<file path="config.mk">
export PLATFORM = sky130hd
export DESIGN_NAME = ptg_reg_guard
export DESIGN_NICKNAME = d
export VERILOG_FILES = /design/src/include/ptg_pkg.sv /design/src/include/ptg_xing_if.sv /design/src/rtl/ptg_reg_guard.sv /design/src/rtl/ptg_sync_bit.sv /design/src/rtl/ptg_timer_core.sv
export SDC_FILE = /design/constraint.sdc
export NUM_CORES = 1
export LEC_CHECK = 0
export BUFFER_PORTS_ARGS = -buffer_cell sky130_fd_sc_hd__buf_2
export CAP_MARGIN = 20
export CORE_MARGIN = 4
export CORE_UTILIZATION = 45
export CTS_CLUSTER_DIAMETER = 80
export CTS_CLUSTER_SIZE = 24
export DETAILED_ROUTE_END_ITERATION = 8
export PLACE_DENSITY = 0.7
export RECOVER_POWER = 25
export SLEW_MARGIN = 20
export SYNTH_ARGS = -nofsm -noshare
export SYNTH_HDL_FRONTEND = slang
export SYNTH_SLANG_ARGS = --single-unit
</file>
<file path="constraint.sdc">
create_clock -name clk_i -period 6.75 [get_ports clk_i]
set_input_delay 1.35 -clock clk_i [delete_from_list [all_inputs] [get_ports clk_i]]
set_output_delay 1.35 -clock clk_i [all_outputs]
set_load 0.01 [all_outputs]
</file>
<file path="src/include/ptg_pkg.sv">
// Shared constants of the PWM timer register guard.
`default_nettype none
package ptg_pkg;
   // ************************************************************
   // Register indices (byte address is four times the index)
   // ************************************************************
   localparam logic [5:0] IDX_PRESCALE_EN = 6'h00;
   localparam logic [5:0] IDX_WAVE_MODE = 6'h01;
   localparam logic [5:0] IDX_OUT_ROUTING = 6'h02;
   localparam logic [5:0] IDX_OVERRIDE_LVL = 6'h03;
   localparam logic [5:0] IDX_CMD_STROBES = 6'h04;
   localparam logic [5:0] IDX_EVENT_A = 6'h08;
   localparam logic [5:0] IDX_EVENT_B = 6'h09;
   localparam logic [5:0] IDX_INT_ENABLE = 6'h0c;
   localparam logic [5:0] IDX_INT_FLAGS = 6'h0d;
   localparam logic [5:0] IDX_STATUS = 6'h0e;
   localparam logic [5:0] IDX_INPUT_A = 6'h10;
   localparam logic [5:0] IDX_INPUT_B = 6'h11;
   localparam logic [5:0] IDX_FAULT_DEF = 6'h12;
   localparam logic [5:0] IDX_DELAY_CTRL = 6'h14;
   localparam logic [5:0] IDX_DELAY_VAL = 6'h15;
   localparam logic [5:0] IDX_DITHER_CTRL = 6'h18;
   localparam logic [5:0] IDX_DITHER_VAL = 6'h19;
   localparam logic [5:0] IDX_DEBUG_CTRL = 6'h1e;
   localparam logic [5:0] IDX_CAPTURE_A = 6'h22;
   localparam logic [5:0] IDX_CAPTURE_B = 6'h24;
   localparam logic [5:0] IDX_CMP_A_SET = 6'h28;
   localparam logic [5:0] IDX_CMP_A_CLR = 6'h2a;
   localparam logic [5:0] IDX_CMP_B_SET = 6'h2c;
   localparam logic [5:0] IDX_CMP_B_CLR = 6'h2e;
   localparam logic [5:0] IDX_PROT_KEY = 6'h30;
   // ************************************************************
   // Field positions
   // ************************************************************
   localparam int BIT_ENABLE = 0;
   localparam int BIT_FIFTY = 3;
   localparam int BIT_SCAPT_A = 3;
   localparam int BIT_SCAPT_B = 4;
   localparam int BIT_EN_READY = 0;
   localparam int BIT_CMD_READY = 1;
   localparam int BIT_RUNNING = 6;
   // ************************************************************
   // Reset values, unlock key and window length
   // ************************************************************
   localparam logic [7:0] RST_BYTE = 8'h00;
   localparam logic [11:0] RST_CMP = 12'h000;
   localparam logic [7:0] IO_REG_UNLOCK_KEY = 8'h5a; // Value arbitrary
   localparam logic [2:0] UNLOCK_WINDOW = 3'h4;
   localparam logic [1:0] SLEEP_STANDBY = 2'h2;
endpackage : ptg_pkg
`default_nettype wire

</file>
<file path="src/include/ptg_xing_if.sv">
// Signals passed between the bus domain and the timer domain.
`timescale 1ns/1ps
`default_nettype none
interface ptg_xing_if;
   logic en_req_tgl; // Enable transfer request toggle
   logic en_val; // Enable value, stable while request pending
   logic en_ack_tgl; // Enable transfer done toggle
   logic cap_req_tgl; // Capture request toggle
   logic cap_sel_b; // Capture target, 1 selects B
   logic cap_ack_tgl; // Capture done toggle
   logic [11:0] cap_val; // Captured count, stable after done
   logic [11:0] cnt_top; // Counter wrap value
   logic deep_sleep; // Standby or power-down level
   modport reg_side (output en_req_tgl, en_val, cap_req_tgl, cap_sel_b, cnt_top, deep_sleep,
                     input en_ack_tgl, cap_ack_tgl, cap_val);
   modport core_side (input en_req_tgl, en_val, cap_req_tgl, cap_sel_b, cnt_top, deep_sleep,
                      output en_ack_tgl, cap_ack_tgl, cap_val);
endinterface : ptg_xing_if
`default_nettype wire

</file>
<file path="src/rtl/ptg_reg_guard.sv">
// Register bank of the PWM timer with protected-write guard, Wishbone slave.
`timescale 1ns/1ps
`default_nettype none
// How it works
// - The timer keeps counting while the system sleeps lightly with peripherals clocked.
// - The timer stops and does not advance in standby or power-down sleep.
// - Enable and capture values cross through synchronised handshakes, the sleep level through a synchroniser, cnt_top directly.
// - A protected write is taken only within four bus transactions after the key write.
// - Writes to a protected register are always acknowledged but change nothing while locked.
// - Only the fault output defaults register is protected, by the I/O register key.
// - Every reset reloads the fault defaults from the fuse; only power-on clears it first.
// - An enable write crosses to the timer and further enable writes keep the old enable bit until it lands.
module ptg_reg_guard (
   input wire logic clk_i, // Clock, 25 MHz
   input wire logic rst_i, // Synchronous reset, active high
   input wire logic por_i, // High with rst_i when reset is power-on
   input wire logic [7:0] timer_config_fuse_i, // Fuse image for fault defaults
   input wire logic [1:0] sleep_mode_i, // 0 run, 1 idle, 2 standby, 3 power-down
   input wire logic [7:0] adr_i, // Wishbone byte address
   input wire logic [31:0] dat_i, // Wishbone write data
   input wire logic [3:0] sel_i, // Wishbone byte selects
   input wire logic we_i, // Wishbone write enable
   input wire logic cyc_i, // Wishbone cycle
   input wire logic stb_i, // Wishbone strobe
   output logic [31:0] dat_o, // Wishbone read data
   output logic ack_o, // Wishbone acknowledge
   output logic [7:0] fault_output_defaults_o, // Protected register contents
   output logic [11:0] count_o, // Timer count
   output logic running_o // Timer advancing
);
   // ************************************************************
   // Storage
   // ************************************************************
   logic [7:0] byte_q [0:31];
   logic [11:0] cmp_a_set_q, cmp_a_clr_q, cmp_b_set_q, cmp_b_clr_q;
   logic [11:0] capt_a_q, capt_b_q;
   logic [2:0] win_q;
   logic fuse_load_q;
   logic en_pend_q, cap_pend_q;
   logic en_ack_s, cap_ack_s;
   logic [31:0] rd_d;
   logic req, wr_fire, fire, lo_wr, hi_wr;
   logic [5:0] idx;
   logic [11:0] wr12;
   logic [7:0] wb8;

   ptg_xing_if xing ();

   assign req = cyc_i && stb_i;
   assign fire = req && ack_o;
   assign wr_fire = fire && we_i;
   assign idx = adr_i[7:2];
   assign lo_wr = wr_fire && sel_i[0];
   assign hi_wr = wr_fire && sel_i[1];
   assign wb8 = dat_i[7:0];

   // Plain byte registers and the prescale-enable byte share one array, the rest live apart
   function automatic logic plain_byte(input logic [5:0] i);
      plain_byte = (i == ptg_pkg::IDX_WAVE_MODE) || (i == ptg_pkg::IDX_OUT_ROUTING) ||
                   (i == ptg_pkg::IDX_OVERRIDE_LVL) || (i == ptg_pkg::IDX_EVENT_A) ||
                   (i == ptg_pkg::IDX_EVENT_B) || (i == ptg_pkg::IDX_INT_ENABLE) ||
                   (i == ptg_pkg::IDX_INPUT_A) || (i == ptg_pkg::IDX_INPUT_B) ||
                   (i == ptg_pkg::IDX_DELAY_CTRL) || (i == ptg_pkg::IDX_DELAY_VAL) ||
                   (i == ptg_pkg::IDX_DITHER_CTRL) || (i == ptg_pkg::IDX_DITHER_VAL) ||
                   (i == ptg_pkg::IDX_DEBUG_CTRL);
   endfunction : plain_byte

   // Merge a 16-bit write into a 12-bit value by lane
   function automatic logic [11:0] merge12(input logic [11:0] old, input logic [15:0] d,
                                           input logic [1:0] s);
      merge12 = {s[1] ? d[11:8] : old[11:8], s[0] ? d[7:0] : old[7:0]};
   endfunction : merge12

   // ************************************************************
   // Wishbone slave: answer one cycle after the request
   // ************************************************************
   // Ack drops the cycle after it is given so a held request is not taken twice
   always_ff @(posedge clk_i) begin
      if (rst_i) begin
         ack_o <= 1'b0;
      end else begin
         ack_o <= req && !ack_o;
      end
   end

   // Read data is registered with the ack; unmapped words read zero
   always_ff @(posedge clk_i) begin
      if (rst_i) begin
         dat_o <= 32'h0000_0000;
      end else if (req && !ack_o) begin
         dat_o <= rd_d;
      end
   end

   always_comb begin
      rd_d = 32'h0000_0000;
      if (plain_byte(idx)) begin
         rd_d = {24'h00_0000, byte_q[idx[4:0]]};
      end else if (idx == ptg_pkg::IDX_PRESCALE_EN) begin
         rd_d = {24'h00_0000, byte_q[ptg_pkg::IDX_PRESCALE_EN[4:0]]};
      end else if (idx == ptg_pkg::IDX_STATUS) begin
         rd_d[ptg_pkg::BIT_EN_READY] = !en_pend_q;
         rd_d[ptg_pkg::BIT_CMD_READY] = !cap_pend_q;
         rd_d[ptg_pkg::BIT_RUNNING] = running_o;
      end else if (idx == ptg_pkg::IDX_FAULT_DEF) begin
         rd_d = {24'h00_0000, fault_output_defaults_o};
      end else if (idx == ptg_pkg::IDX_CAPTURE_A) begin
         rd_d = {20'h0_0000, capt_a_q};
      end else if (idx == ptg_pkg::IDX_CAPTURE_B) begin
         rd_d = {20'h0_0000, capt_b_q};
      end else if (idx == ptg_pkg::IDX_CMP_A_SET) begin
         rd_d = {20'h0_0000, cmp_a_set_q};
      end else if (idx == ptg_pkg::IDX_CMP_A_CLR) begin
         rd_d = {20'h0_0000, cmp_a_clr_q};
      end else if (idx == ptg_pkg::IDX_CMP_B_SET) begin
         rd_d = {20'h0_0000, cmp_b_set_q};
      end else if (idx == ptg_pkg::IDX_CMP_B_CLR) begin
         rd_d = {20'h0_0000, cmp_b_clr_q};
      end
   end

   // ************************************************************
   // Freely writable registers
   // ************************************************************
   // Interrupt flags and status hold no stored state here
   always_ff @(posedge clk_i) begin
      if (rst_i) begin
         for (int i = 0; i < 32; i++) begin
            byte_q[i] <= ptg_pkg::RST_BYTE;
         end
      end else if (lo_wr && plain_byte(idx)) begin
         byte_q[idx[4:0]] <= wb8;
      end else if (lo_wr && idx == ptg_pkg::IDX_PRESCALE_EN) begin
         // Enable bit is kept while its transfer is still in flight
         byte_q[ptg_pkg::IDX_PRESCALE_EN[4:0]] <= {wb8[7:1], en_pend_q ?
            byte_q[ptg_pkg::IDX_PRESCALE_EN[4:0]][ptg_pkg::BIT_ENABLE] : wb8[0]};
      end
   end

   // Compare points; fifty-percent mode mirrors B writes into A
   always_ff @(posedge clk_i) begin
      if (rst_i) begin
         cmp_a_set_q <= ptg_pkg::RST_CMP;
         cmp_a_clr_q <= ptg_pkg::RST_CMP;
         cmp_b_set_q <= ptg_pkg::RST_CMP;
         cmp_b_clr_q <= ptg_pkg::RST_CMP;
      end else if (lo_wr || hi_wr) begin
         if (idx == ptg_pkg::IDX_CMP_A_SET) begin
            cmp_a_set_q <= merge12(cmp_a_set_q, dat_i[15:0], sel_i[1:0]);
         end else if (idx == ptg_pkg::IDX_CMP_A_CLR) begin
            cmp_a_clr_q <= merge12(cmp_a_clr_q, dat_i[15:0], sel_i[1:0]);
         end else if (idx == ptg_pkg::IDX_CMP_B_SET) begin
            cmp_b_set_q <= merge12(cmp_b_set_q, dat_i[15:0], sel_i[1:0]);
            if (byte_q[ptg_pkg::IDX_OUT_ROUTING[4:0]][ptg_pkg::BIT_FIFTY]) begin
               cmp_a_set_q <= merge12(cmp_a_set_q, dat_i[15:0], sel_i[1:0]);
            end
         end else if (idx == ptg_pkg::IDX_CMP_B_CLR) begin
            cmp_b_clr_q <= merge12(cmp_b_clr_q, dat_i[15:0], sel_i[1:0]);
            if (byte_q[ptg_pkg::IDX_OUT_ROUTING[4:0]][ptg_pkg::BIT_FIFTY]) begin
               cmp_a_clr_q <= merge12(cmp_a_clr_q, dat_i[15:0], sel_i[1:0]);
            end
         end
      end
   end

   // ************************************************************
   // Protected-write guard
   // ************************************************************
   // Window counts completed bus transactions, one per processor access
   always_ff @(posedge clk_i) begin
      if (rst_i) begin
         win_q <= 3'h0;
      end else if (lo_wr && idx == ptg_pkg::IDX_PROT_KEY &&
                   wb8 == ptg_pkg::IO_REG_UNLOCK_KEY) begin
         win_q <= ptg_pkg::UNLOCK_WINDOW;
      end else if (wr_fire && idx == ptg_pkg::IDX_FAULT_DEF) begin
         win_q <= 3'h0;
      end else if (fire && win_q != 3'h0) begin
         win_q <= win_q - 3'h1;
      end
   end

   // Power-on clears; the fuse load follows on the edge after release
   always_ff @(posedge clk_i) begin
      if (rst_i) begin
         fuse_load_q <= 1'b1;
         if (por_i) begin
            fault_output_defaults_o <= 8'h00;
         end
      end else if (fuse_load_q) begin
         fuse_load_q <= 1'b0;
         fault_output_defaults_o <= timer_config_fuse_i;
      end else if (lo_wr && idx == ptg_pkg::IDX_FAULT_DEF && win_q != 3'h0) begin
         fault_output_defaults_o <= wb8;
      end
   end

   // ************************************************************
   // Crossing into the timer domain
   // ************************************************************
   ptg_sync_bit u_en_ack (.clk_i(clk_i), .rst_i(rst_i), .d_i(xing.en_ack_tgl),
                          .q_o(en_ack_s));
   ptg_sync_bit u_cap_ack (.clk_i(clk_i), .rst_i(rst_i), .d_i(xing.cap_ack_tgl),
                           .q_o(cap_ack_s));

   assign xing.en_val = byte_q[ptg_pkg::IDX_PRESCALE_EN[4:0]][ptg_pkg::BIT_ENABLE];
   assign xing.cnt_top = cmp_b_clr_q;

   // Deep sleep level registered so the core sees a clean flop
   always_ff @(posedge clk_i) begin
      if (rst_i) begin
         xing.deep_sleep <= 1'b0;
      end else begin
         xing.deep_sleep <= sleep_mode_i >= ptg_pkg::SLEEP_STANDBY;
      end
   end

   // Any accepted enable write starts a transfer; pending blocks the next
   always_ff @(posedge clk_i) begin
      if (rst_i) begin
         xing.en_req_tgl <= 1'b0;
         en_pend_q <= 1'b0;
      end else if (lo_wr && idx == ptg_pkg::IDX_PRESCALE_EN && !en_pend_q) begin
         xing.en_req_tgl <= !xing.en_req_tgl;
         en_pend_q <= 1'b1;
      end else if (en_pend_q && en_ack_s == xing.en_req_tgl) begin
         en_pend_q <= 1'b0;
      end
   end

   // Software capture strobes, ignored while a command is in flight
   always_ff @(posedge clk_i) begin
      if (rst_i) begin
         xing.cap_req_tgl <= 1'b0;
         xing.cap_sel_b <= 1'b0;
         cap_pend_q <= 1'b0;
      end else if (lo_wr && idx == ptg_pkg::IDX_CMD_STROBES && !cap_pend_q &&
                   (wb8[ptg_pkg::BIT_SCAPT_A] || wb8[ptg_pkg::BIT_SCAPT_B])) begin
         xing.cap_req_tgl <= !xing.cap_req_tgl;
         xing.cap_sel_b <= !wb8[ptg_pkg::BIT_SCAPT_A];
         cap_pend_q <= 1'b1;
      end else if (cap_pend_q && cap_ack_s == xing.cap_req_tgl) begin
         cap_pend_q <= 1'b0;
      end
   end

   // Captured count is stable in the core once its done toggle is seen
   always_ff @(posedge clk_i) begin
      if (rst_i) begin
         capt_a_q <= ptg_pkg::RST_CMP;
         capt_b_q <= ptg_pkg::RST_CMP;
      end else if (cap_pend_q && cap_ack_s == xing.cap_req_tgl) begin
         if (xing.cap_sel_b) begin
            capt_b_q <= xing.cap_val;
         end else begin
            capt_a_q <= xing.cap_val;
         end
      end
   end

   ptg_timer_core u_core (
      .clk_i(clk_i),
      .rst_i(rst_i),
      .x(xing.core_side),
      .count_o(count_o),
      .running_o(running_o)
   );
endmodule : ptg_reg_guard
`default_nettype wire

</file>
<file path="src/rtl/ptg_sync_bit.sv">
// Two-flop level synchroniser.
`timescale 1ns/1ps
`default_nettype none
module ptg_sync_bit (
   input wire logic clk_i, // Clock
   input wire logic rst_i, // Synchronous reset
   input wire logic d_i, // Level from other domain
   output logic q_o // Synchronised level
);
   logic meta_q;
   // First stage feeds only the second stage
   always_ff @(posedge clk_i) begin
      if (rst_i) begin
         meta_q <= 1'b0;
         q_o <= 1'b0;
      end else begin
         meta_q <= d_i;
         q_o <= meta_q;
      end
   end
endmodule : ptg_sync_bit
`default_nettype wire

</file>
<file path="src/rtl/ptg_timer_core.sv">
// Timer-domain counter with enable and capture handshakes.
`timescale 1ns/1ps
`default_nettype none
module ptg_timer_core (
   input wire logic clk_i, // Clock
   input wire logic rst_i, // Synchronous reset
   ptg_xing_if.core_side x, // Crossing from bus side
   output logic [11:0] count_o, // Counter value
   output logic running_o // Counter advancing
);
   logic en_req_s, cap_req_s, sleep_s, cnt_en_q;
   ptg_sync_bit u_en (.clk_i(clk_i), .rst_i(rst_i), .d_i(x.en_req_tgl), .q_o(en_req_s));
   ptg_sync_bit u_cap (.clk_i(clk_i), .rst_i(rst_i), .d_i(x.cap_req_tgl), .q_o(cap_req_s));
   ptg_sync_bit u_slp (.clk_i(clk_i), .rst_i(rst_i), .d_i(x.deep_sleep), .q_o(sleep_s));
   // Take the enable value once its request toggle arrives
   always_ff @(posedge clk_i) begin
      if (rst_i) begin
         cnt_en_q <= 1'b0;
         x.en_ack_tgl <= 1'b0;
      end else if (en_req_s != x.en_ack_tgl) begin
         cnt_en_q <= x.en_val;
         x.en_ack_tgl <= en_req_s;
      end
   end
   // Count, frozen in deep sleep so nothing advances there
   always_ff @(posedge clk_i) begin
      if (rst_i) begin
         count_o <= 12'h000;
         running_o <= 1'b0;
      end else begin
         running_o <= cnt_en_q && !sleep_s;
         if (cnt_en_q && !sleep_s) begin
            count_o <= (count_o >= x.cnt_top) ? 12'h000 : count_o + 12'h001;
         end
      end
   end
   // Capture holds its value until the next request
   always_ff @(posedge clk_i) begin
      if (rst_i) begin
         x.cap_val <= 12'h000;
         x.cap_ack_tgl <= 1'b0;
      end else if (cap_req_s != x.cap_ack_tgl) begin
         x.cap_val <= count_o;
         x.cap_ack_tgl <= cap_req_s;
      end
   end
endmodule : ptg_timer_core
`default_nettype wire

</file>
# After elaboration in Yosys (flattened, before gate mapping)
# Memory sizes are Yosys's and may differ from the RTL's.
# Cells that the tools add are included.
classes:
  n_addsub: 2
  n_lt_le_gt_ge: 2
  n_eq_ne: 31
  n_mux: 51
  bitwise: 5
  n_reduce_logical: 63
ops:
  columns: ["operator", "count"]
  rows:
  - ["2-to-1 mux 32 bit", 8]
  - ["2-to-1 mux 12 bit", 10]
  - ["2-to-1 mux 8 bit", 8]
  - ["== test 6 x 5 -> 1 bit (second input constant)", 8]
  - ["== test 6 bit (second input constant)", 7]
  - ["2-to-1 mux 25 bit", 1]
  - ["== test 6 x 4 -> 1 bit (second input constant)", 4]
  - ["logical AND 1 bit", 21]
  - ["2-to-1 mux 1 bit", 16]
  - ["AND reduction 5 bit", 3]
  - ["logical OR 1 bit", 14]
  - ["adder 12 x 1 -> 12 bit (second input constant)", 1]
  - ["== test 6 x 2 -> 1 bit (second input constant)", 2]
  - ["greater-or-equal comparator 12 bit", 1]
  - ["2-to-1 mux 4 bit", 3]
  - ["AND reduction 6 bit", 2]
  - ["nonzero test 2 bit", 6]
  - ["2-to-1 mux 3 bit", 3]
  - ["nonzero test 3 bit", 3]
  - ["== test 8 x 7 -> 1 bit (second input constant)", 1]
  - ["OR reduction 8 bit", 1]
  - ["logical NOT 1 bit", 7]
  - ["== test 6 x 1 -> 1 bit (second input constant)", 1]
  - ["== test 6 x 3 -> 1 bit (second input constant)", 1]
  - ["other kinds (14)", 22]
totals:
  reg_bits: 161
  ram_bits: 256
  inputBits: 60
  out_inout_bits: 54
  word_cells: 191
  memories: 1
mem_list:
  columns: ["name", "words", "width", "rd", "rd_clocked_by_memory_dff", "write_ports", "line_no", "source"]
  rows:
  - ["byte_q", 32, 8, 3, 0, 32, "ptg_reg_guard.sv:34", "logic [7:0] byte_q [0:31];"]

# Depth between registers and ports, before layout
logic_depth:
  ltp_word: 19
  depth_mapped: 10
  mapped_depth_nobuf: 9

# Hierarchy
# Synthesis repeated with hierarchy kept, for this count alone.
unflattened:
  cells_unflattened: 1327
  area_unflattened_um2: 17576.9
by_module_without_submodules:
  columns: ["module", "n_inst", "cells_each", "area_per_inst_um2", "seq_area_each_um2"]
  rows:
  - ["ptg_reg_guard", 1, 1140, 15924.0, 9829.4]
  - ["ptg_timer_core", 1, 167, 1390.1, 560.5]
  - ["ptg_sync_bit", 5, 4, 52.6, 40.0]

# Worst setup path after synthesis
# OpenSTA, ideal clock, no wires.
synth_path:
  path_type: "in2reg"
  startpoint: "in adr_i[6]"
  endpoint: "mem byte_q[25][0], enable pin"
  setup_ns: 0.384
  arrival_ns: 3.658
  required_time_ns: 6.366
  slack_ns: 2.708
  cell_stages: 9
  n_path_buf: 3
  path_cell_list: "buf_2 -> nor3_4 -> a31oi_1 -> a211o_1 -> or3_1 -> clkbuf_1 -> or3_1 -> buf_4 -> o21ai_0"
synth_lines:
  columns: ["item", "line_no", "source"]
  rows:
  - ["start, declared", "ptg_reg_guard.sv:19", "input wire logic [7:0] adr_i,"]
  - ["end, declared", "ptg_reg_guard.sv:34", null]

==> metrics.csv <==
metric,value,unit
Hold Fails Final Rpt,0,
ANT cells,0,
"Area growth, synth to finish",10.9,%
core region area,37900,um^2
failing checks,"capacitance limit, slew limit",
Rel. slew slack,-52.9,%
#FFs+latches synth,397,
pin count of the biggest net entering global routing,80,
# DRC,0,
Port Buf Inserts,68,
DP Area,18700,um^2
full die area,42000,um^2
Main synth FF type,edfxtp_1,
final critical-path required period,4.59,ns
worst vdd ir,165,uV
Root Driver,clkbuf_16,
clk buf depth,3,
top fanout value on the critical path,31,
initial core utilization,46.0,%
Via Count,11062,
post-CTS sizing,0,
Setup CP Type,primary input to flop,
count of pins over their slew limit,49,
maxcap violations,1,
mux cell area share after synthesis,13.1,%
routed vias/inst,5.36,
pwr dens,235,nW/um^2
Simple-Gate Fraction of Synth Area,13.4,%
Wirelength per Cell,20.1,um
sequential area share after synthesis,60.7,%
clk_lat worst skew,0.56,ns
"CTS clk-pin slew, worst paths",0.09,ns
WP data required,6.94,ns
endpoint type of the worst setup path,flop,
Peak Freq,218,MHz
Worst Hold Class,flop to flop,
drt first pass iters,5,
syn_area_per_cell,12.6,um^2
Finished Cell Area,19400,um^2
FP Rows,71,
Yosys cell types,63,
Filler cells,3317,
fin util,51.0,%
Post-synth EDFFs,264,
WP data arrival,4.78,ns
die span in x,205,um
"Setup violations, final",0,
aggregate global routing overflow,0,
vias in the first global route,11043,
Final nets,1612,
async set-or-reset flop fraction in the synthesized netlist,0,%
period utilization,68.0,%
CTS tree,built,
measured slew at the worst slew-check pin,2.29,ns
HPWL after DPL,27.6,mm
drt first-iter violations,990,
post-CTS setup buffers,0,
outcome,"complete, but fails checks",
WL final,41.6,mm
share of layout cells above drive strength 1,12.8,%
GPL Wtd Cong,0.898,
post-synthesis compound-gate area fraction,6.97,%
die height,205,um
RSZ-0062 raised after global routing,no,
I/O pin count,114,
Adder-Cell Fraction of Synth Area,1.08,%
Synthesis Warnings,0,
area of the mapped netlist,17400,um^2
TritonCTS buffer count,23,
global-route wire length before repair,63.8,mm
main combinational cell family by area after synthesis,simple AND/OR/NAND/NOR gates,
initial antenna violation count,2,
Overall Global Routing Usage,19.7,%
H-tree levels,1,
cell count after synthesis,1385,
hold_buf cts,0,
TNS Setup,0,ns
Routed Antenna Nets,0,
critical path startpoint category,primary input,
leak pwr,7.16,nW
XOR/XNOR Fraction of Synth Area,1.00,%
Fin Clk Skew,0.0419,ns
clk sinks,397,
==> stage by stage <==
step / hold WS, ns / worst slack [ns] / power (mW) / cells
2_1_floorplan: 0.414 / 2.71 / 2.99 / 1548
3_3_place_gp: 0.421 / 1.65 / 3.10 / 2023
3_5_place_dp: 0.428 / 1.52 / 3.11 / 2023
4_1_cts: 0.418 / 2.11 / 4.59 / 2064
5_1_grt: 0.419 / 2.01 / 4.72 / 2064
6_report: 0.420 / 2.16 / 4.55 / 2064
==> flip-flops by register name, indices dropped and copies added (netlist names), 3 cells and up <==
name	count
capt_b_q	12
cmp_b_clr_q	12
cmp_a_set_q	12
u_core.count_o	12
cmp_b_set_q	12
byte_q	256
fault_output_defaults_o	8
u_core.x.cap_val	12
dat_o	12
cmp_a_clr_q	12
win_q	3
capt_a_q	12
==> layer usage <==
metal  global-route usage, %  vias up  wire, um
met1                    26.8     5453     17300
met2                    32.4      390     19800
li1                        -     5142         -
met5                       0        -        27
met3                    3.77       73      3230
met4                    5.74        4      1250
==> final timing paths <==
path                            slack, ns  cells past startpoint                       start                             end
worst max-delay path                 2.16                      8                    adr_i[6]     byte_q[21][3]$_SDFFCE_PN0P_
worst min-delay path                 0.42                      1  xing.deep_sleep$_SDFF_PP0_  u_core.u_slp.meta_q$_SDFF_PP0_
worst max register to register       3.48                      7            ack_o$_SDFF_PP0_     byte_q[21][3]$_SDFFCE_PN0P_
worst min register to register       0.42                      1  xing.deep_sleep$_SDFF_PP0_  u_core.u_slp.meta_q$_SDFF_PP0_
==> power breakdown <==
part | total [mW] | internal [mW] | switching, mW
Sequential | 2.72 | 2.69 | 0.0297
Clock | 1.51 | 0.671 | 0.835
Combinational | 0.327 | 0.117 | 0.210
==> cell usage after synthesis, drive strengths merged (2+ instances only) <==
| cell | instances | share of area, % |
|---|---|---|
| dfxtp | 133 | 15 |
| mux2i | 82 | 4.7 |
| nand2b | 4 | 0.14 |
| o22ai | 13 | 0.47 |
| and2 | 118 | 4.2 |
| nor2b | 23 | 0.82 |
| xnor2 | 6 | 0.30 |
| nor4 | 2 | 0.072 |
| a32o | 2 | 0.11 |
| a21o | 7 | 0.30 |
| clkbuf | 82 | 1.8 |
| nor3 | 16 | 0.72 |
| nand4 | 8 | 0.29 |
| or2 | 11 | 0.39 |
| buf | 47 | 1.6 |
| mux2 | 4 | 0.26 |
| xor2 | 14 | 0.70 |
| a221oi | 4 | 0.20 |
| a211o | 2 | 0.10 |
| edfxtp | 264 | 45 |
| nand2 | 108 | 2.3 |
| nor2 | 130 | 3.0 |
| and3 | 6 | 0.22 |
| nand4b | 2 | 0.10 |
| and4 | 2 | 0.10 |
| inv | 18 | 0.39 |
| a22o | 4 | 0.20 |
| o21ai | 47 | 1.3 |
| mux4 | 63 | 8.1 |
| o311ai | 4 | 0.20 |
| o22a | 4 | 0.20 |
| ha | 15 | 1.1 |
| o2111ai | 2 | 0.10 |
| a21oi | 69 | 2.0 |
| a22oi | 8 | 0.34 |
| a311oi | 3 | 0.15 |
| o221ai | 5 | 0.25 |
| nand3 | 21 | 0.60 |
| a31oi | 3 | 0.11 |
| a311o | 2 | 0.11 |
| or3 | 4 | 0.14 |
| a211oi | 4 | 0.17 |
| o211ai | 6 | 0.26 |
==> layout make-up <==
class / count / area, um^2 / area share, %
Clock buffer: 33 / 613 / 3.17
Sequential cell: 397 / 10600 / 54.7
Multi-Input combinational cell: 1004 / 6820 / 35.2
Clock inverter: 8 / 116 / 0.601
Timing Repair Buffer: 93 / 514 / 2.66
Inverter: 18 / 67.6 / 0.349
Tap cell: 511 / 639 / 3.30
==> critical path, stage by stage <==
cell	delay, ns
buf_2	0.52
and2_1	0.37
a31oi_1	0.13
a211o_1	0.50
or3_1	0.50
or3_1	0.60
nor3_4	0.39
or2_1	0.39
==> cells in the final DEF, fill, tap and decap left out, types with 46 or more instances in the layout <==
cell and count:
edfxtp_1 264, conb_1 164, dfxtp_1 133, nor2_1 119, and2_1 118, nand2_1 108, mux2i_1 82, a21oi_1 69
mux4_2 63, buf_2 48, o21ai_0 46
==> kinds of logic after synthesis <==
group / Yosys count
multiplexers: 149
AND/OR/NAND/NOR: 460
XOR/XNOR: 20
flip-flops: 397
adder cells (fa/ha/maj): 15
AO/OA/AOI/OAI: 196
buffers and inverters: 147
other: 1
(Power assumes the default switching activity.)
